[src/shared/spim_pkg.sv]
// Purpose: Constants and carrier types shared by the serial master.
// Assumes: One system clock; configuration bits are driven by logic on that clock.
// Notes:   The transmit word keeps the layout of the transmit data register.
package spim_pkg;

    localparam int          SPIM_DATA_W     = 16;
    localparam int          SPIM_DATA_LSB   = 0;
    localparam int          SPIM_PCS_LSB    = 16;
    localparam int          SPIM_PCS_W      = 2;
    localparam int          SPIM_LAST_BIT   = 24;
    localparam int          SPIM_WORD_W     = 32;
    localparam int          SPIM_CS_NUM     = 4;
    localparam int          SPIM_BUF_DEPTH  = 2;
    localparam logic [4:0]  SPIM_BASE_BITS  = 5'h08;
    localparam logic [3:0]  SPIM_MAX_CODE   = 4'h8;
    localparam logic [7:0]  SPIM_DIV_ONE    = 8'h01;
    localparam logic [5:0]  SPIM_EXTRA_EDGE = 6'h02;
    localparam logic [3:0]  SPIM_CS_IDLE    = 4'hf;

    typedef enum logic [1:0]
    {
        SPIM_ST_IDLE  = 2'b00,
        SPIM_ST_SHIFT = 2'b01,
        SPIM_ST_DONE  = 2'b10
    } spim_state_e;

    typedef struct packed
    {
        logic                  master_select_bit;
        logic                  fixed_mode;
        logic                  cs_hold_after_transfer;
        logic                  dma_mode;
        logic [SPIM_PCS_W-1:0] fixed_pcs;
        logic [7:0]            serial_clock_divider;
        logic [3:0][3:0]       bits_code;
    } spim_cfg_s;

endpackage

[src/verilog/spim_master.sv]
// Purpose: Serial master that keeps the known anomalies of the original block.
// Assumes: Configuration and transmit words come from logic on sys_clk_in.
// Notes:   Anomalies are kept on purpose; software rules are listed but not enforced.
// Summary of operation
// - Held select, divider one: resend after idle.
// - DMA last bit frees select on empty.
// - Early configuration makes clock toggle before the first transfer.
// - DMA size follows select zero width in fixed.
// - Divider one, odd width: one extra pulse.
// - Divider one, even width: exact pulse count.
`timescale 1ns/1ps

module spim_master
    import spim_pkg::*;
#(
    parameter int BUF_DEPTH = SPIM_BUF_DEPTH
)
(
    input  wire logic                   sys_clk_in,
    input  wire logic                   arst_n_in,
    input  wire logic                   ce_in,
    input  wire spim_cfg_s              cfg_in,
    input  wire logic                   cs_cfg_wr_in,
    input  wire logic                   tx_valid_in,
    input  wire logic [SPIM_WORD_W-1:0] tx_word_in,
    input  wire logic                   miso_in,
    output logic                        tx_ready_out,
    output logic                        transmit_empty_flag_out,
    output logic                        dma_size_out,
    output logic                        sclk_out,
    output logic                        mosi_out,
    output logic [SPIM_CS_NUM-1:0]      cs_n_out,
    output logic [SPIM_DATA_W-1:0]      rx_data_out,
    output logic                        rx_valid_out
);

    typedef struct packed
    {
        spim_state_e                     st;
        logic [1:0][SPIM_WORD_W-1:0]     fifo;
        logic                            wptr;
        logic                            rptr;
        logic [1:0]                      count;
        logic                            tx_ready;
        logic                            tx_empty;
        logic                            lastx_latch;
        logic                            cur_last;
        logic [SPIM_PCS_W-1:0]           cur_pcs;
        logic [SPIM_PCS_W-1:0]           prev_pcs;
        logic                            was_idle;
        logic [SPIM_DATA_W-1:0]          shift;
        logic [SPIM_DATA_W-1:0]          rxsh;
        logic [SPIM_DATA_W-1:0]          rx_data;
        logic                            rx_valid;
        logic [5:0]                      edges;
        logic [7:0]                      divcnt;
        logic                            sclk;
        logic                            mosi;
        logic [SPIM_CS_NUM-1:0]          cs_n;
        logic                            dma_size;
        logic                            early;
        logic                            first_done;
        logic                            master_prev;
        logic                            miso_s1;
        logic                            miso_s2;
    } spim_reg_s;

    localparam spim_reg_s RST_VAL = '{st: SPIM_ST_IDLE, cs_n: SPIM_CS_IDLE, tx_ready: 1'b1,
                                      tx_empty: 1'b1, default: '0};

    initial
    begin
        if (BUF_DEPTH != SPIM_BUF_DEPTH)
        begin
            $error("spim_master serves a buffer depth of two only");
        end
    end

    function automatic logic [4:0] spim_width(input logic [3:0] code);
        spim_width = (code > SPIM_MAX_CODE) ? SPIM_BASE_BITS : SPIM_BASE_BITS + {1'b0, code};
    endfunction

    spim_reg_s               r_q;
    spim_reg_s               r_d;
    logic                    push;
    logic                    pop;
    logic                    load;
    logic                    resend;
    logic                    div_one;
    logic [7:0]              div_eff;
    logic [SPIM_WORD_W-1:0]  head;
    logic [SPIM_PCS_W-1:0]   pcs;
    logic [4:0]              width;
    logic                    odd_extra;
    logic                    master_rise;
    logic                    glitch;
    logic                    last_release;
    logic                    cs0_wide;

    always_comb
    begin
        r_d          = r_q;
        r_d.rx_valid = 1'b0;
        r_d.miso_s1  = miso_in;
        r_d.miso_s2  = r_q.miso_s1;
        r_d.master_prev = cfg_in.master_select_bit;
        div_eff      = (cfg_in.serial_clock_divider == 8'h00) ? SPIM_DIV_ONE
                                                              : cfg_in.serial_clock_divider;
        div_one      = (div_eff == SPIM_DIV_ONE);
        head         = r_q.fifo[r_q.rptr];
        pcs          = cfg_in.fixed_mode ? cfg_in.fixed_pcs
                                         : head[SPIM_PCS_LSB +: SPIM_PCS_W];
        width        = spim_width(cfg_in.bits_code[pcs]);
        odd_extra    = div_one && width[0];
        push         = tx_valid_in && r_q.tx_ready;
        load         = (r_q.st == SPIM_ST_IDLE) && cfg_in.master_select_bit && (r_q.count != 2'h0);
        // The original block loses its ready edge here, so the word is kept and shifted again.
        resend       = load && cfg_in.cs_hold_after_transfer && div_one && r_q.was_idle &&
                       (pcs == r_q.prev_pcs) && !r_q.cs_n[pcs];
        pop          = load && !resend;
        master_rise  = cfg_in.master_select_bit && !r_q.master_prev;
        glitch       = (r_q.st == SPIM_ST_IDLE) && master_rise && r_q.early && !r_q.first_done;
        if (cs_cfg_wr_in && !cfg_in.master_select_bit)
        begin
            r_d.early = 1'b1;
        end
        case (r_q.st)
            SPIM_ST_IDLE:
            begin
                r_d.sclk = 1'b0;
                if (glitch)
                begin
                    r_d.sclk  = 1'b1;
                    r_d.early = 1'b0;
                end
                if (load)
                begin
                    r_d.cur_pcs    = pcs;
                    r_d.cur_last   = head[SPIM_LAST_BIT];
                    r_d.cs_n       = ~(SPIM_CS_NUM'(1) << pcs);
                    r_d.shift      = head[SPIM_DATA_LSB +: SPIM_DATA_W] << (5'd16 - width);
                    r_d.mosi       = r_d.shift[SPIM_DATA_W-1];
                    r_d.edges      = {width, 1'b0} + (odd_extra ? SPIM_EXTRA_EDGE : 6'h00);
                    r_d.divcnt     = div_eff;
                    r_d.first_done = 1'b1;
                    r_d.was_idle   = 1'b0;
                    r_d.early      = 1'b0;
                    r_d.st         = SPIM_ST_SHIFT;
                end
                else if (r_q.count == 2'h0 && r_q.cs_n != SPIM_CS_IDLE)
                begin
                    r_d.was_idle = 1'b1;
                end
            end
            SPIM_ST_SHIFT:
            begin
                if (r_q.divcnt <= 8'h01)
                begin
                    r_d.divcnt = div_eff;
                    r_d.sclk   = ~r_q.sclk;
                    r_d.edges  = r_q.edges - 6'h01;
                    if (!r_q.sclk)
                    begin
                        r_d.rxsh = {r_q.rxsh[SPIM_DATA_W-2:0], r_q.miso_s2};
                    end
                    else
                    begin
                        r_d.shift = {r_q.shift[SPIM_DATA_W-2:0], 1'b0};
                        r_d.mosi  = r_q.shift[SPIM_DATA_W-2];
                    end
                    if (r_q.edges == 6'h01)
                    begin
                        r_d.st = SPIM_ST_DONE;
                    end
                end
                else
                begin
                    r_d.divcnt = r_q.divcnt - 8'h01;
                end
            end
            SPIM_ST_DONE:
            begin
                r_d.rx_data  = r_q.rxsh;
                r_d.rx_valid = 1'b1;
                r_d.prev_pcs = r_q.cur_pcs;
                if (!cfg_in.cs_hold_after_transfer || r_q.cur_last)
                begin
                    r_d.cs_n = SPIM_CS_IDLE;
                end
                r_d.st = SPIM_ST_IDLE;
            end
            default:
            begin
                r_d.st = SPIM_ST_IDLE;
            end
        endcase
        if (push)
        begin
            r_d.fifo[r_q.wptr] = tx_word_in;
            r_d.wptr           = ~r_q.wptr;
            r_d.lastx_latch    = tx_word_in[SPIM_LAST_BIT];
        end
        if (pop)
        begin
            r_d.rptr = ~r_q.rptr;
        end
        r_d.count    = r_q.count + {1'b0, push} - {1'b0, pop};
        r_d.tx_ready = (r_d.count < 2'h2);
        r_d.tx_empty = (r_d.count == 2'h0) && (r_d.st == SPIM_ST_IDLE);
        // The select follows the last word written, not the word that was shifted.
        last_release = r_d.tx_empty && !r_q.tx_empty && cfg_in.fixed_mode &&
                       cfg_in.cs_hold_after_transfer && cfg_in.dma_mode && r_q.lastx_latch;
        if (last_release)
        begin
            r_d.cs_n = SPIM_CS_IDLE;
        end
        cs0_wide     = spim_width(cfg_in.bits_code[0]) > SPIM_BASE_BITS;
        r_d.dma_size = cfg_in.fixed_mode ? cs0_wide
                                         : (spim_width(cfg_in.bits_code[pcs]) > SPIM_BASE_BITS);
    end

    always_ff @(posedge sys_clk_in or negedge arst_n_in)
    begin
        if (!arst_n_in)
        begin
            r_q <= RST_VAL;
        end
        else if (ce_in)
        begin
            r_q <= r_d;
        end
    end

    assign tx_ready_out            = r_q.tx_ready;
    assign transmit_empty_flag_out = r_q.tx_empty;
    assign dma_size_out            = r_q.dma_size;
    assign sclk_out                = r_q.sclk;
    assign mosi_out                = r_q.mosi;
    assign cs_n_out                = r_q.cs_n;
    assign rx_data_out             = r_q.rx_data;
    assign rx_valid_out            = r_q.rx_valid;
endmodule

[config.mk]
export PLATFORM = sky130hd
export DESIGN_NAME = spim_master
export DESIGN_NICKNAME = d
export VERILOG_FILES = /design/src/shared/spim_pkg.sv /design/src/verilog/spim_master.sv
export SDC_FILE = /design/constraint.sdc
export NUM_CORES = 1
export LEC_CHECK = 0
export BUFFER_PORTS_ARGS = -buffer_cell sky130_fd_sc_hd__buf_2
export CORE_AREA = 2 2 113 115
export CTS_CLUSTER_SIZE = 8
export DETAILED_ROUTE_END_ITERATION = 6
export DIE_AREA = 0 0 115 117
export PLACE_DENSITY = 0.81
export SYNTH_ARGS = -nofsm -noshare
export SYNTH_HDL_FRONTEND = slang
export SYNTH_SLANG_ARGS = --single-unit
[constraint.sdc]
create_clock -name sys_clk_in -period 4.6 [get_ports sys_clk_in]
set_input_delay 0.69 -clock sys_clk_in [delete_from_list [all_inputs] [get_ports sys_clk_in]]
set_output_delay 0.69 -clock sys_clk_in [all_outputs]
set_load 0.05 [all_outputs]
---- Word level (Yosys, flattened, before mapping) ----
Index checks and enable logic that the tools add are counted.
word-level totals
  memories ................................ 0
  flip-flop bits (word level) ............. 153
  output and inout port bits .............. 26
  memory bits (read-only) ................. 0
  memory bits (writable) .................. 0
  word-level logic and storage cells ...... 156
  latch bits .............................. 0
cells by class
  add/subtract/negate cells ............... 8
  multipliers ............................. 0
  muxes and demuxes ....................... 42
  equal/unequal tests ..................... 11
  reduce and logical (&&, ||, !) cells .... 51
  bitwise operators ....................... 4
  shift operators ......................... 2
  div/mod/pow operators ................... 0
  $lt $le $gt $ge ......................... 10
operator list
  kind                   count
  $bwmux W64             1
  $mux W25               2
  $demux W32 S1          1
  $mux W32               1
  $pmux W16 S2           1
  $mux W31               1
  $mux W15               2
  $pmux W15 S2           1
  $logic_and A1 B1 Y1    23
  $mux W16               1
  $mux W2                8
  $mux W8                2
  $shl A16 B5 Y16        1
  $mux W5                3
  $mux W14               1
  $mux W4                3
  $reduce_and A3 Y1      4
  $reduce_and A4 Y1      3
  $add A4 B4 Y5 const A  2
  $gt A5 B4 Y1 const B   2
  $mux W1                9
  $bmux W4 S2            1
  $eq A8 B1 Y1 const B   1
  $gt A4 B4 Y1 const B   2
  33 further kinds       52

---- Longest topological paths before layout ----
  word-level depth ........................ 20
  mapped depth ............................ 19
  gate-level depth less buffers ........... 18

---- Worst setup path after synthesis ----
OpenSTA, ideal clock, no wires.
  path kind ............................... input to register
  from .................................... input port cfg_in[28] (netlist bit)
  to ...................................... register r_q[72] (netlist bit)
  library setup time ...................... 0.132 ns
  slack ................................... 0.385 ns
  arrival time ............................ 4.083 ns
  data required time ...................... 4.468 ns
  path buffers ............................ 5
  stages .................................. 17
  cell sequence ........................... clkbuf_1 nand2_1 o21ai_2 mux4_2 a21o_1 buf_6 nor2_8 inv_2 buf_6 buf_2 ha_1 clkbuf_1 mux4_2 mux2i_1 mux2i_1 a221oi_1 a21oi_1
between the ends
  cells in the longest elaborated chain, start to end .. 9
RTL lines
  item                                           RTL line            source
  start, declared                                spim_master.sv:22   input wire spim_cfg_s cfg_in,
  $mux W2 (*)                                    spim_master.sv:111  pcs = cfg_in.fixed_mode ? cfg_in.fixed_pcs
  $bmux W4 S2 (*)                                spim_master.sv:113  width = spim_width(cfg_in.bits_code[pcs]);
  $mux W4 (implied by the code) (*)              spim_master.sv:113
  $add A4 B4 Y5 or $gt A4 B4 Y1 (tied branches)  spim_master.sv:80   spim_width = (code > SPIM_MAX_CODE) ? SPIM_BASE_BITS : SPIM_BASE_BITS + {1'b0, code};
  $mux W5 (*)                                    spim_master.sv:80
  $sub A5 B5 Y5 (*)                              spim_master.sv:141  r_d.shift = head[SPIM_DATA_LSB +: SPIM_DATA_W] << (5'd16 - width);
  $shl A16 B5 Y16 (*)                            spim_master.sv:141
  $mux W15 (*)                                   spim_master.sv:136  if (load)
  $pmux W15 S2 (*)                               spim_master.sv:127  case (r_q.st)
  end signal, assigned                           spim_master.sv:230  r_q <= r_d;
  end, declared                                  spim_master.sv:83   spim_reg_s r_q;
Mark *: on every way between the ends. The rest lies on a longest branch, timed or not. The select of a mux whose other input is x is not followed.
A chain may end at the register's enable or synchronous reset.

---- Worst setup path after layout ----
  from .................................... register r_q[86] (netlist bit)
  to ...................................... register r_q (netlist bit mosi_out)
between the ends
  cells in the longest elaborated chain, start to end .. 11
RTL lines
  item                                             RTL line            source
  $mux W25 (implied by the code) (*) (2 in a row)  spim_master.sv:110  head = r_q.fifo[r_q.rptr];
  $mux W2                                          spim_master.sv:111
  $bmux W4 S2                                      spim_master.sv:113
  $mux W4 (implied by the code)                    spim_master.sv:113
  $add A4 B4 Y5 or $gt A4 B4 Y1 (tied branches)    spim_master.sv:80
  $mux W5                                          spim_master.sv:80
  $sub A5 B5 Y5                                    spim_master.sv:141
  $shl A16 B5 Y16 (*)                              spim_master.sv:141
  $mux W5 (*)                                      spim_master.sv:136
  $pmux W16 S2 (*)                                 spim_master.sv:127
Marked as above.

==> out/results.ini <==
[clocking]
htree_levels=4
post_cts_buffers=0
cts_tree=done
cts_made_buffers=17
clock-sinks=127
root_buffer=clkbuf_16
insertion_delay_ps=420
cts_buffer_depth=2
hold_buffers=0
cts_resized=0
clk_pin_slew_ps=60

[finish]
regArea_um2=3190
fin_area_um2=7970
diodes=0
final_cell_count_no_fill=869
final_common_cell=dfrtp_1
drive_gt1_frac=0.312
fill_cells=923
nets=782
multi_input_area_um2=3430
area_delta_synth_final_pct=14.2
final_cell_mix=dfrtp_1, buf_2, mux2_2, nand2_1, nor2_1
final_core_util=0.647

[worst_setup_path]
critPathCaptureType=register
crit_fanout=18
worst_ep_arrival_time_ps=4460
cp.buffers_inverters=0
critPathRequiredTime_ps=4890
crit_type=register to register
critPathMaxStageDelay_ps=530
critPathTopFamily=compound AO/OA/AOI/OAI gates
critPathSlowestCell=dfrtp_1
start_kind=register
crit_chain=mux2_4, o21ai_1, nand2_1, a22o_1, or2_2, ha_1, nor2b_1, a22o_1, a221o_1, mux2i_1, mux2i_1, a221oi_1, o22ai_1

[global_route]
grt-ovfl-total=0
grt_pass1_vias=5132
track_usage=0.240
grt_pass1_wl_um=25100
antenna_found_initial=0
grt_max_degree=69

[power_and_ir_drop]
powerDensity_nw_per_um2=710
peakVddDrop_mv=0.445
p_leak_nw=3.76

[sta]
finalHoldViolCount=0
period_needed_ps=4170
rsz0062_at_grt=no
maxSlewViolCount=0
whs_ps=371
finalClockSkew_ps=10.4
post-route-period-util=0.907
worstMarginPinSlew_ps=1140
setup_violations=0
maxSlewHeadroom=0.237
clock.fmax_mhz=240
tns_ps=0

[die]
rows=41
initial_core_util=0.566
die_h_um=117
coreArea_um2=12300
fp.dieW_um=115
ios=94
dieArea_um2=13500

[place]
gp_congestion=0.921
dpl_cell_area_um2=7360
port_buffers=80
place_inst=837
dp_hpwl_um=10800

[yosys]
synth_seq_cells=127
yosys_warnings=0
ys_types=66
syn_area_um2=6970
syn_nets=721
synth-edff-count=0
async_flop_share=1.00
syn-mean-instance-area_um2=10.8
yosysSeqAreaShare=0.457
synth_cells=645
synth_flop_cell=dfrtp_1

[run]
drv_cap=0

[routing]
wire_per_inst_um=17.7
postRouteAntennaNets=0
wl_um=15400
vias_per_cell=6.09
first_pass_iters=7
first_iter_violations=429
route.detailed.drc=0
num_vias=5290

[min_path]
hold_class=primary input to async pin

[status]
status=finished, final reports clean

-- state kept, by name (all words and copies together), names as in the netlist --
name / cells
r_q: 100
rx_data_out: 16
cs_n_out: 4
dma_size_out: 1
mosi_out: 1
r_d: 1
rx_valid_out: 1
sclk_out: 1
transmit_empty_flag_out: 1
tx_ready_out: 1
-- final timing paths --
kind | slack, ps | cells after the start | startpoint | end
setup reg to reg | 430 | 13 | r_q[86] | mosi_out
hold / removal | 370 | 1 | arst_n_in | rx_data_out[9]
min in group sys_clk_in | 480 | 2 | r_q[78] | r_q[78]
hold reg to reg | 480 | 2 | r_q[78] | r_q[78]
setup / recovery | 430 | 13 | r_q[86] | mosi_out
max in group asynchronous | 3210 | 2 | arst_n_in | transmit_empty_flag_out
-- logic make-up (layout without fill, tap and decap cells) --
kind of cell / after synthesis / in the layout / share of synthesized area
compound gates: 134 / 134 / 0.122
xor+xnor: 8 / 8 / 0.0111
fa+ha+maj: 8 / 8 / 0.0144
buf+inv: 68 / 142 / 0.0517
flops: 127 / 127 / 0.457
mux: 132 / 132 / 0.228
simple gates: 168 / 168 / 0.115
-- area by class of cell --
class / instances / share of cell area
tap: 150 / 0.0236
sequential: 127 / 0.400
inverter: 17 / 0.00801
clock buffer: 23 / 0.0587
clock inverter: 9 / 0.0168
timing repair buffer: 93 / 0.0628
multi-input combinational: 450 / 0.430
-- worst register-to-register path, stage by stage, from the launching register on --
cell,delay [ps]
dfrtp_1,530
mux2_4,390
o21ai_1,350
nand2_1,100
a22o_1,300
or2_2,320
ha_1,290
nor2b_1,160
a22o_1,190
a221o_1,520
mux2i_1,300
mux2i_1,150
a221oi_1,330
o22ai_1,120
-- Yosys cell counts (4+ instances only) --
cell type,count,share of area
and3_1,5,0.0045
mux2_2,73,0.12
xor2_1,4,0.0050
buf_2,6,0.0043
nor3_1,14,0.010
o21ai_1,8,0.0057
a31oi_1,8,0.0072
nand2_1,50,0.027
dfstp_2,6,0.023
inv_1,16,0.0086
ha_1,8,0.014
nand4_1,6,0.0054
buf_4,20,0.022
mux2i_1,36,0.052
dfrtp_1,121,0.43
o21a_1,4,0.0043
nand2b_1,7,0.0063
mux2_1,9,0.015
nand3_1,8,0.0057
mux4_2,12,0.039
nor3b_1,4,0.0043
or2_2,5,0.0045
nor4_1,7,0.0063
a21oi_1,37,0.027
a221oi_1,9,0.011
nor2_1,50,0.027
o21ai_0,29,0.021
clkbuf_1,20,0.011
-- through the flow --
| step | total power [mW] | setup WS (ps) |
|---|---|---|
| floorplan | 3.68 | 385 |
| global placement | 4.10 | 466 |
| detailed placement | 4.23 | 374 |
| CTS | 5.64 | 508 |
| global route | 5.98 | 56.0 |
| finish | 5.66 | 430 |
-- layer usage --
layer	share of wire	track usage	vias to the layer above
met3	0.049	0.0505	27
met5	0	0	-
met4	0.020	0.0996	0
met1	0.44	0.322	2609
li1	-	-	2480
met2	0.49	0.385	174
-- report_power, final --
part           total [mW]  internal [mW]  switching (mW)  leakage, nW
Sequential           1.82           1.52           0.306         1.58
Combinational        2.46           1.05            1.41         1.88
Clock                1.37          0.883           0.486        0.292
Total                5.66           3.45            2.20         3.76
(Power assumes the default switching activity.)
